$ cat config.mk
export PLATFORM = sky130hd
export DESIGN_NAME = csp_core_regs
export DESIGN_NICKNAME = d
export VERILOG_FILES = /design/src/csp_pkg.sv /design/src/csp_flag_calc.sv /design/src/csp_core_regs.sv
export SDC_FILE = /design/constraint.sdc
export NUM_CORES = 1
export LEC_CHECK = 0
export BUFFER_PORTS_ARGS = -buffer_cell sky130_fd_sc_hd__buf_2
export CORE_UTILIZATION = 52
export CTS_CLUSTER_DIAMETER = 50
export CTS_CLUSTER_SIZE = 14
export DETAILED_ROUTE_END_ITERATION = 12
export PLACE_DENSITY_LB_ADDON = 0.05
export SLEW_MARGIN = 20
export SYNTH_ARGS = -nofsm -noshare
export SYNTH_HDL_FRONTEND = slang
export SYNTH_SLANG_ARGS = --single-unit
export TNS_END_PERCENT = 20
$ cat constraint.sdc
create_clock -name clk_i -period 2.1 [get_ports clk_i]
set_input_delay 0.105 -clock clk_i [delete_from_list [all_inputs] [get_ports clk_i]]
set_output_delay 0.105 -clock clk_i [all_outputs]
set_load 0.01 [all_outputs]
$ cat src/csp_pkg.sv
// Constants, encodings and carrier types for the core status and pointer regs
package csp_pkg;

   // Special-function-register addresses
   localparam logic [7:0] SFR_STACK_ADDR  = 8'h81;
   localparam logic [7:0] SFR_DATA_POINTER_PAIR_LO     = 8'h82;
   localparam logic [7:0] SFR_DATA_POINTER_PAIR_HI     = 8'h83;
   localparam logic [7:0] SFR_STATUS_ADDR = 8'hd0;

   // Reset values
   localparam logic [7:0] STACK_RESET     = 8'h07;
   localparam logic [7:0] DATA_POINTER_PAIR_LO_RESET   = 8'h00;
   localparam logic [7:0] DATA_POINTER_PAIR_HI_RESET   = 8'h00;
   localparam logic [7:0] STATUS_RESET    = 8'h00;
   localparam logic [7:0] UNMAPPED_READ   = 8'h00;

   // Stack step and register-bank geometry (eight bytes per bank)
   localparam logic [7:0] STACK_STEP      = 8'h01;
   localparam logic [2:0] BANK_OFFSET     = 3'h0;

   // Nibble and byte limits used by the flag logic and the add carry check
   localparam logic [4:0] NIBBLE_MAX      = 5'h0f;
   localparam logic [8:0] BYTE_MAX        = 9'h0ff;
   localparam logic [15:0] PRODUCT_MAX    = 16'h00ff;

   // Status byte layout, bit 7 down to bit 0
   typedef struct packed {
      logic       carry_flag;
      logic       nibble_carry_flag;
      logic       user_flag_zero;
      logic       bank_select_high;
      logic       bank_select_low;
      logic       arith_excess_flag;
      logic       user_flag_one;
      logic       parity;
   } csp_status_t;

   // Arithmetic operations that touch the flags
   typedef enum logic [2:0] {
      CSP_OP_ADD  = 3'b000,
      CSP_OP_ADDC = 3'b001,
      CSP_OP_SUBB = 3'b010,
      CSP_OP_MUL  = 3'b011,
      CSP_OP_DIV  = 3'b100
   } csp_arith_op_t;

   // Flags produced by one arithmetic operation
   typedef struct packed {
      logic       carry_flag;
      logic       nibble_carry_flag;
      logic       arith_excess_flag;
   } csp_arith_flags_t;

   // Whole register state of the block
   typedef struct packed {
      logic [7:0]  stack_top_pointer;
      logic [7:0]  stack_addr;
      logic [7:0]  data_pointer_low;
      logic [7:0]  data_pointer_high;
      csp_status_t status;
      logic [4:0]  bank_base;
      logic [7:0]  rdata;
   } csp_state_t;

endpackage : csp_pkg

$ cat src/csp_flag_calc.sv
// Carry, nibble-carry and overflow evaluation for one arithmetic operation
`timescale 1ns/1ps
module csp_flag_calc (
   // Operation and operands
   input  wire csp_pkg::csp_arith_op_t op_i,
   input  wire logic [7:0]             a_i,
   input  wire logic [7:0]             b_i,
   input  wire logic                   carry_i,
   // Resulting flags
   output csp_pkg::csp_arith_flags_t   flags_o
);

   logic       cin;
   logic [8:0] sum;
   logic [8:0] diff;
   logic [4:0] nib_sum;
   logic [4:0] nib_sub;
   logic [15:0] product;

   // Carry-in only counts for the with-carry and with-borrow forms
   always_comb begin
      cin     = (op_i == csp_pkg::CSP_OP_ADDC || op_i == csp_pkg::CSP_OP_SUBB)
                ? carry_i : 1'b0;
      sum     = {1'b0, a_i} + {1'b0, b_i} + {8'h00, cin};
      diff    = {1'b0, a_i} - {1'b0, b_i} - {8'h00, cin};
      nib_sum = {1'b0, a_i[3:0]} + {1'b0, b_i[3:0]} + {4'h0, cin};
      nib_sub = {1'b0, b_i[3:0]} + {4'h0, cin};
      product = a_i * b_i;
   end

   // Flag selection; multiply and divide never carry
   always_comb begin
      flags_o = '0;
      case (op_i)
         csp_pkg::CSP_OP_ADD, csp_pkg::CSP_OP_ADDC: begin
            flags_o.carry_flag        = sum[8];
            flags_o.nibble_carry_flag = nib_sum > csp_pkg::NIBBLE_MAX;
            flags_o.arith_excess_flag = (a_i[7] == b_i[7]) && (sum[7] != a_i[7]);
         end
         csp_pkg::CSP_OP_SUBB: begin
            flags_o.carry_flag        = diff[8];
            flags_o.nibble_carry_flag = {1'b0, a_i[3:0]} < nib_sub;
            flags_o.arith_excess_flag = (a_i[7] != b_i[7]) && (diff[7] != a_i[7]);
         end
         csp_pkg::CSP_OP_MUL: begin
            flags_o.arith_excess_flag = product > csp_pkg::PRODUCT_MAX;
         end
         csp_pkg::CSP_OP_DIV: begin
            flags_o.arith_excess_flag = (b_i == 8'h00);
         end
         default: begin
            flags_o = '0;
         end
      endcase
   end

endmodule : csp_flag_calc

$ cat src/csp_core_regs.sv
// Stack pointer, data pointer pair and program status byte of the core
//
// Contract
// - Stack pointer reads 0x07 after reset.
// - Stack pointer marks stack top; it increments before each push write.
// - Low and high data pointer bytes join as one 16-bit program address.
// - Carry flag bit 7 follows add carry or subtract borrow, else cleared.
// - Bit 6 follows carry into or borrow from upper nibble, else cleared.
// - Bits 5 and 1 are user flags changed only by software.
// - Bits 4..3 pick bank at 0x00, 0x08, 0x10 or 0x18.
// - Overflow bit 2 set on signed overflow of add, add-carry, subtract.
// - Overflow set when a multiply product exceeds 255.
// - Overflow set when dividing by zero.
// - These five operations clear overflow when no overflow occurs.
// - Read-only bit 0 is odd parity of the accumulator.
// - Each bank is eight consecutive bytes; only one bank active.
`timescale 1ns/1ps
module csp_core_regs (
   // Clock and reset
   input  wire logic                   clk_i,
   input  wire logic                   rst_n_i,
   // Special-function-register access from the core
   input  wire logic [7:0]             sfr_addr_i,
   input  wire logic                   sfr_wr_i,
   input  wire logic [7:0]             sfr_wdata_i,
   input  wire logic                   sfr_rd_i,
   output logic [7:0]                  sfr_rdata_o,
   // Arithmetic flag update
   input  wire logic                   alu_valid_i,
   input  wire csp_pkg::csp_arith_op_t alu_op_i,
   input  wire logic [7:0]             alu_a_i,
   input  wire logic [7:0]             alu_b_i,
   input  wire logic [7:0]             acc_i,
   // Stack operations
   input  wire logic                   push_i,
   input  wire logic                   pop_i,
   output logic [7:0]                  stack_addr_o,
   output logic [7:0]                  stack_ptr_o,
   // Pointers and status
   output logic [15:0]                 data_pointer_o,
   output logic [4:0]                  bank_base_o,
   output csp_pkg::csp_status_t        status_o
);

   csp_pkg::csp_state_t       s;
   csp_pkg::csp_state_t       next_s;
   csp_pkg::csp_arith_flags_t arith_flags;
   csp_pkg::csp_status_t      wr_status;

   // Flag evaluation against the carry currently held
   csp_flag_calc u_flags (
      .op_i    (alu_op_i),
      .a_i     (alu_a_i),
      .b_i     (alu_b_i),
      .carry_i (s.status.carry_flag),
      .flags_o (arith_flags)
   );

   assign wr_status = csp_pkg::csp_status_t'(sfr_wdata_i);

   // Next-state logic; later steps override earlier ones
   always_comb begin
      next_s = s;
      // Pre-increment push, post-decrement pop
      if (push_i) begin
         next_s.stack_top_pointer = s.stack_top_pointer + csp_pkg::STACK_STEP;
         next_s.stack_addr        = s.stack_top_pointer + csp_pkg::STACK_STEP;
      end else if (pop_i) begin
         next_s.stack_addr        = s.stack_top_pointer;
         next_s.stack_top_pointer = s.stack_top_pointer - csp_pkg::STACK_STEP;
      end
      // Software writes win over a same-cycle stack step
      if (sfr_wr_i) begin
         case (sfr_addr_i)
            csp_pkg::SFR_STACK_ADDR: begin
               next_s.stack_top_pointer = sfr_wdata_i;
            end
            csp_pkg::SFR_DATA_POINTER_PAIR_LO: begin
               next_s.data_pointer_low = sfr_wdata_i;
            end
            csp_pkg::SFR_DATA_POINTER_PAIR_HI: begin
               next_s.data_pointer_high = sfr_wdata_i;
            end
            csp_pkg::SFR_STATUS_ADDR: begin
               next_s.status        = wr_status;
               next_s.status.parity = s.status.parity;
            end
            default: begin
               next_s.rdata = s.rdata;
            end
         endcase
      end
      // Hardware flag results win over a same-cycle status write
      if (alu_valid_i) begin
         next_s.status.carry_flag        = arith_flags.carry_flag;
         next_s.status.nibble_carry_flag =
            arith_flags.nibble_carry_flag;
         next_s.status.arith_excess_flag =
            arith_flags.arith_excess_flag;
      end
      // Parity is not writable; it lags the accumulator by one cycle
      next_s.status.parity = ^acc_i;
      // One eight-byte bank at a time
      next_s.bank_base = {next_s.status.bank_select_high,
                          next_s.status.bank_select_low,
                          csp_pkg::BANK_OFFSET};
      // Read data shows values held before this access
      if (sfr_rd_i) begin
         case (sfr_addr_i)
            csp_pkg::SFR_STACK_ADDR:  next_s.rdata = s.stack_top_pointer;
            csp_pkg::SFR_DATA_POINTER_PAIR_LO:     next_s.rdata = s.data_pointer_low;
            csp_pkg::SFR_DATA_POINTER_PAIR_HI:     next_s.rdata = s.data_pointer_high;
            csp_pkg::SFR_STATUS_ADDR: next_s.rdata = s.status;
            default:                  next_s.rdata = csp_pkg::UNMAPPED_READ;
         endcase
      end
   end

   // State register
   always_ff @(posedge clk_i or negedge rst_n_i) begin
      if (!rst_n_i) begin
         s.stack_top_pointer <= csp_pkg::STACK_RESET;
         s.stack_addr        <= csp_pkg::STACK_RESET;
         s.data_pointer_low  <= csp_pkg::DATA_POINTER_PAIR_LO_RESET;
         s.data_pointer_high <= csp_pkg::DATA_POINTER_PAIR_HI_RESET;
         s.status            <= csp_pkg::STATUS_RESET;
         s.bank_base         <= 5'h00;
         s.rdata             <= csp_pkg::UNMAPPED_READ;
      end else begin
         s <= next_s;
      end
   end

   // Outputs straight from the state flops
   assign sfr_rdata_o    = s.rdata;
   assign stack_addr_o   = s.stack_addr;
   assign stack_ptr_o    = s.stack_top_pointer;
   assign data_pointer_o = {s.data_pointer_high, s.data_pointer_low};
   assign bank_base_o    = s.bank_base;
   assign status_o       = s.status;

   // Helper terms for the checks below
   logic quiet_sfr;
   logic [8:0] chk_sum;
   logic [15:0] chk_prod;
   assign quiet_sfr = !(sfr_wr_i && sfr_addr_i == csp_pkg::SFR_STATUS_ADDR);
   assign chk_sum   = {1'b0, alu_a_i} + {1'b0, alu_b_i};
   assign chk_prod  = alu_a_i * alu_b_i;
endmodule : csp_core_regs

==> summary.md, run 1 <==
| Metric | Value |
|---|---|
| Status | complete, but fails checks |
| Failing checks | setup timing |
| Most frequent cell after synthesis | inv_1 |
| Final WS setup | -1.77 ns |
| Layout cell share with drive strength beyond 1 | 37.2% |
| Setup violators final | 3 |
| Antenna Nets Post-Route | 0 |
| Crit path launch type | primary input |
| Initial Util | 53.5% |
| Placer Congestion | 0.918 |
| Lkg Pwr | 3.66 nW |
| Total wire length | 14.1 mm |
| Crit share post-route | 184% |
| Most common flop cell mapped by yosys | dfrtp_1 |
| #FFs+latches synth | 48 |
| Largest family of logic cells by synthesized area | adder cells |
| DRT iter0 DRCs | 259 |
| Post-Synth Simple-Gate Area | 16.2% |
| Finished Layout Cells | 903 |
| Compound-cell area share of the yosys netlist | 13.1% |
| Drc violations | 0 |
| Fin. Hold Viols | 0 |
| TritonCTS Sinks | 48 |
| Synth async-reset ratio | 100% |
| Data required time at the worst endpoint | 2.28 ns |
| CP Capture Type | flop |
| DIE AREA | 11000 µm² |
| Synth cell types | 67 |
| Hold/Removal Path Class | primary input to flop |
| Wire length per cell | 15.6 µm |
| Post-Place Cells | 890 |
| Leading post-synthesis cells by cell area | dfrtp_1, ha_1, fa_1 |
| Number of global-route vias before repair | 4846 |
| Mapped Avg Cell Area | 9.26 µm² |
| Top cells by count, synth | inv_1, ha_1, nor2_1, dfrtp_1, fa_1 |
| Grt ovf | 0 |
| Vias | 4869 |
| Row count | 37 |
| Final min period | 3.87 ns |
| Skew final | 0.00848 ns |
| Worst skew pair latency | 0.30 ns |
| Num CTS Buffers | 5 |
| DP Wirelength | 11.5 mm |
| Crit-path max FO | 6 |
| Tot Pwr | 5.80 mW |
| PD cells | 813 nW/µm² |
| Total core area | 10300 µm² |
| Initial antenna violation count | 0 |
| Die X-Extent | 105 µm |
| Yosys top cell area share | 19.0% |
| Port Buffers | 99 |
| CP Data Arrival Time | 4.05 ns |
| Worst VDD drop | 0.000548 V |
| Max_cap viols | 0 |
| Root buffer cell | clkbuf_8 |
| Largest net degree at the start of global routing | 24 |
| Via/cell ratio | 5.39 |
| WS Path Type | primary input to flop |
| Fillcell total | 873 |
| Antenna cells | 0 |
| CTS max path bufs | 2 |
| Reg clk slew, reported paths | 0.08 ns |
| Post-synthesis adder-cell area fraction | 28.9% |
| RSZ-0062 raised after global routing | yes |
| Slew Viols, Final | 0 |
| TritonCTS clock tree | done |
| # IOs | 103 |
| Die height | 105 µm |
| Syn Std Cell Area | 5520 µm² |
| Cells after Synth | 596 |
| EDFF count, synth | 0 |
| Gr usage total | 26.8% |
| YS warnings | 0 |
| Final net count | 920 |
| H-Tree Depth | 2 |
| Post-synthesis mux area share | 8.18% |
| Register area share after synthesis | 21.9% |
| Peak Freq | 258 MHz |
| XOR/XNOR Fraction of Synth Area | 3.33% |
| Area growth syn-to-layout | 29.2% |
| Drt pass-1 iters | 6 |
| First-pass GRT wire length | 23.7 mm |
| Synth area leader | dfrtp_1 |
## area by class of cell
type	instances	area, µm²	share of cell area [%]
multi-input cells	435	4110	57.5
well taps	136	170	2.38
clock buffers	7	76.3	1.07
flip-flops and latches	48	1210	16.9
clock inverters	1	5.00	0.0701
repair buffers	185	1220	17.2
inverters	91	344	4.82
## worst paths after layout
path | start | end | slack, ns | cells after the start
max | alu_b_i[2] | status_o[2] | -1.77 | 20
max reg2reg | status_o[7] | status_o[6] | -0.25 | 13
min in group asynchronous | rst_n_i | sfr_rdata_o[5] | 0.28 | 2
min | sfr_wdata_i[0] | stack_ptr_o[0] | 0.07 | 3
max in group asynchronous | rst_n_i | stack_addr_o[2] | 1.16 | 3
min reg2reg | stack_addr_o[4] | stack_addr_o[4] | 0.52 | 2
## metrics by stage
stage	hold slack, ns	util [%]	worst slack, ns	TNS (ns)	cell area (µm²)
6_report	0.0684	69.1	-1.77	-2.26	7140
5_1_grt	0.0845	69.1	-1.89	-2.72	7140
4_1_cts	0.0605	68.0	-1.69	-2.16	7020
3_5_place_dp	0.0768	65.5	-2.22	-3.08	6760
3_3_place_gp	0.0721	65.5	-2.10	-2.86	6760
2_1_floorplan	-0.191	-	-1.71	-1.86	5640
## sequential cells by signal (all words and copies together) (netlist names)
name	cells
stack_addr_o	8
data_pointer_o	16
status_o	6
stack_ptr_o	8
bank_base_o	2
sfr_rdata_o	8
## report_power, final
group / internal (mW) / leakage, nW / total [mW] / switching, mW
registers: 1.15 / 0.619 / 1.40 / 0.256
logic: 1.92 / 3.00 / 3.86 / 1.94
clock network: 0.234 / 0.0422 / 0.532 / 0.298
total: 3.30 / 3.66 / 5.80 / 2.50
## critical path, stage by stage
cell,delay (ns)
buf_12,0.11
buf_6,0.11
and2_4,0.13
fa_1,0.58
fa_2,0.45
fa_1,0.49
inv_1,0.05
fa_1,0.52
inv_2,0.05
ha_4,0.16
buf_6,0.12
buf_6,0.11
inv_4,0.05
a21oi_2,0.05
a31oi_1,0.17
xor2_1,0.16
o21ai_1,0.10
nor4_2,0.31
buf_4,0.17
o22ai_2,0.06
## layer usage
metal | track usage, % | part of all wire, % | up-vias
li1 | - | - | 2356
met5 | 0 | 0 | -
met4 | 5.53 | 1.3 | 0
met1 | 39.6 | 48 | 2340
met3 | 3.68 | 4.8 | 19
met2 | 41.9 | 45 | 154
## placed cells by master (no fill, tap or decap), types with 12 or more instances in the layout
cell / n
buf_2: 88
ha_1: 55
mux2_4: 20
xnor2_1: 12
buf_4: 84
nor2_1: 43
nand2_1: 21
and2_1: 26
fa_1: 34
a21oi_1: 24
dfrtp_1: 42
inv_1: 82
## cell families after synthesis
logic type                 Yosys count
AOI/OAI and AO/OA                  109
buffers and inverters              115
other                                1
xor gates and xnor gates            21
adders and majority gates          104
muxes                               34
and+or+nand+nor                    164
DFF                                 48
## timing repair
item,in CTS,in global routing
endpoints found under the hold margin,17,0
endpoints found under the setup margin,3,3
resized for setup,48,25
pin swaps,33,24
gates cloned,0,0
buffers inserted,1,3
hold buffers,1,0
Note: power is estimated with default switching activity, not from simulation.
==> run 2: changes to the inputs <==
- CORE_MARGIN: default -> 3
- PLACE_DENSITY: default -> 0.78
- PLACE_DENSITY_LB_ADDON: 0.05 -> default
- SETUP_SLACK_MARGIN: default -> 0.5
==> run 2 against run 1 <==
The flow still finishes with violations (setup timing). Clock power rose by 54%. Global-route usage fell by 0.29 points. Die area rose by 7.8%. Combinational power barely moved. Clock skew fell by 0.0013 ns. Final cell count fell by 1.0%.
==> summary.md, run 2 (synthesis results as in run 1) <==
| Metric | Value |
|---|---|
| Status | complete, but fails checks (unchanged) |
| Drc violations | 0 (unchanged) |
| Slew HR | 62.1% |
| Failing checks | setup timing (unchanged) |
| Gr usage total | 26.5% (was 26.8%) |
| PD cells | 849 nW/µm² (was 813 nW/µm²) |
| Reg clk slew, reported paths | 0.10 ns (was 0.08 ns) |
| Finished Layout Cells | 894 (was 903) |
| Die height | 109 µm (was 105 µm) |
| Total core area | 10000 µm² (was 10300 µm²) |
| Max_cap viols | 0 (unchanged) |
| Vias | 5067 (was 4869) |
| RSZ-0062 raised after global routing | yes (unchanged) |
| Switching power | 2.62 mW (was 2.50 mW) |
| Worst path max stage delay | 0.57 ns (was 0.58 ns) |
| Total wire length | 15.5 mm (was 14.1 mm) |
| Port Buffers | 99 (unchanged) |
| Crit path capture | status_o[2] (unchanged) |
| WS Path Type | primary input to flop (unchanged) |
| Buf/Inv on CP | 3 (was 8) |
| CP Data Arrival Time | 4.08 ns (was 4.05 ns) |
| DRT iter0 DRCs | 312 (was 259) |
| Worst skew pair latency | 0.31 ns (was 0.30 ns) |
| CP Capture Type | flop (unchanged) |
| Initial Util | 55.0% (was 53.5%) |
| Crit share post-route | 185% (was 184%) |
| Clock share of power | 13.4% (was 9.2%) |
| DP Wirelength | 12.2 mm (was 11.5 mm) |
| Crit path launch type | primary input (unchanged) |
| Post-Place Cells | 881 (was 890) |
| Net Sw Frac | 42.8% (was 43.0%) |
| R2r startpoint | status_o[7] (unchanged) |
| Combinational fraction of design power | 62.8% (was 66.6%) |
| Skew final | 0.00722 ns (was 0.00848 ns) |
| RR Endpoint | status_o[2] (was status_o[6]) |
| Crit. Startpoint | alu_a_i[4] (was alu_b_i[2]) |
| CTS max path bufs | 2 (unchanged) |
| Fin. Hold Viols | 0 (unchanged) |
| First-pass GRT wire length | 25.1 mm (was 23.7 mm) |
| R2r setup slk | -0.31 ns (was -0.25 ns) |
| Root buffer cell | clkbuf_8 (unchanged) |
| Register share of total power | 23.8% (was 24.2%) |
| Final net count | 913 (was 920) |
| Placer Congestion | 0.895 (was 0.918) |
| Setup violators final | 3 (unchanged) |
| Data required time at the worst endpoint | 2.29 ns (was 2.28 ns) |
| Most Frequent Cell on Critical Path | fa_1 |
| Final Core Density | 71.7% (was 69.1%) |
| Peak Freq | 257 MHz (was 258 MHz) |
| Num CTS Buffers | 5 (unchanged) |
| Drt pass-1 iters | 5 (was 6) |
| Crit-path max FO | 7 (was 6) |
| Int Power | 3.49 mW (was 3.30 mW) |
| TritonCTS clock tree | done (unchanged) |
| Final WS setup | -1.79 ns (was -1.77 ns) |
| Commonest non-fill, non-tap cells in the layout | buf_2, buf_4, inv_1 (unchanged) |
| Via/cell ratio | 5.67 (was 5.39) |
| Least-Margin Pin Slew | 0.568 ns |
| # IOs | 103 (unchanged) |
| Grt ovf | 0 (unchanged) |
| Wire length per cell | 17.4 µm (was 15.6 µm) |
| Slew Viols, Final | 0 (unchanged) |
| Crit. path cell count | 16 (was 20) |
| Worst VDD drop | 0.000503 V (was 0.000548 V) |
| Max reg flops | 16 (unchanged) |
| Crit path max-delay cell type | fa_1 (unchanged) |
| Die X-Extent | 109 µm (was 105 µm) |
| Tot Pwr | 6.11 mW (was 5.80 mW) |
| H-Tree Depth | 2 (unchanged) |
| Hold/Removal Path Class | primary input to flop (unchanged) |
| Initial antenna violation count | 1 (was 0) |
| Row count | 36 (was 37) |
| Lkg Pwr | 3.65 nW (was 3.66 nW) |
| TritonCTS Sinks | 48 (unchanged) |
| CP delay by family, top | adder cells (unchanged) |
| Layout cell share with drive strength beyond 1 | 38.8% (was 37.2%) |
| Reg2Reg Depth | 11 (was 13) |
| DIE AREA | 11900 µm² (was 11000 µm²) |
| Number of global-route vias before repair | 5201 (was 4846) |
| Area growth syn-to-layout | 30.4% (was 29.2%) |
| Largest net degree at the start of global routing | 24 (unchanged) |
| Crit-path cells | buf_2, and2_1, fa_1, fa_1, fa_1, inv_1, fa_1, inv_2, ha_4, a211o_1, o22a_1, o31ai_2, or3_1, nand4_1, nor4_4, o22ai_1 (was buf_12, buf_6, and2_4, fa_1, fa_2, fa_1, inv_1, fa_1, inv_2, ha_4, buf_6, buf_6, inv_4, a21oi_2, a31oi_1, xor2_1, o21ai_1, nor4_2, buf_4, o22ai_2) |
| Final min period | 3.89 ns (was 3.87 ns) |
| Antenna Nets Post-Route | 0 (unchanged) |
| Commonest non-fill, non-tap cell in the layout | buf_2 (unchanged) |
-- run 2: area by class of cell --
cell class / count / area (µm²)
multi-input combinational: 435 / 4220
sequential: 48 / 1210
antenna: 1 / 2.50
inverter: 91 / 342
tap: 133 / 166
fill: 707 / 2840
timing repair buffer: 178 / 1120
clock buffer: 5 / 68.8
clock inverter: 3 / 68.8
-- run 2: repair_timing --
action                                  in CTS  in global routing
hold buffers                                 1                  0
pin swaps                                   34                 22
gates resized for setup                     52                 26
endpoints found under the setup margin       9                 11
hold endpoints to repair                    18                  0
buffers inserted                             1                  2
-- run 2: worst min path at each step --
stage | from | to | slack, ns | depth (start not counted)
2_1_floorplan | rst_n_i | bank_base_o[3] | -0.19 | 0
3_5_place_dp | rst_n_i | data_pointer_o[3] | 0.07 | 1
3_3_place_gp | rst_n_i | sfr_rdata_o[5] | 0.06 | 1
6_report | sfr_wdata_i[0] | data_pointer_o[8] | 0.08 | 2
4_1_cts | sfr_wdata_i[0] | data_pointer_o[0] | 0.07 | 2
5_1_grt | sfr_wdata_i[0] | data_pointer_o[0] | 0.07 | 2
-- run 2: through the flow --
step / TNS [ns] / area (µm²) / hold WS [ns] / worst slack (ns)
global route: -2.73 / 7200 / 0.0748 / -1.93
finish: -2.33 / 7200 / 0.0776 / -1.79
CTS: -2.21 / 7040 / 0.0718 / -1.65
floorplan: -1.86 / 5640 / -0.191 / -1.71
detailed placement: -2.96 / 6710 / 0.0664 / -2.19
global placement: -2.68 / 6710 / 0.0637 / -2.03
-- run 2: power by group through the flow --
stage / clock, mW / sequential [mW] / combinational (mW)
floorplan: 0 / 1.38 / 2.22
global route: 0.857 / 1.48 / 4.23
global placement: 0 / 1.41 / 3.20
CTS: 0.829 / 1.43 / 3.59
finish: 0.817 / 1.46 / 3.84
detailed placement: 0 / 1.42 / 3.30
-- run 2: routing by layer --
metal  GRT usage, %  share of wire [%]
met5              0              0.084
met4           7.03                2.1
met3           4.32                6.8
met2           45.0                 50
met1           35.2                 41
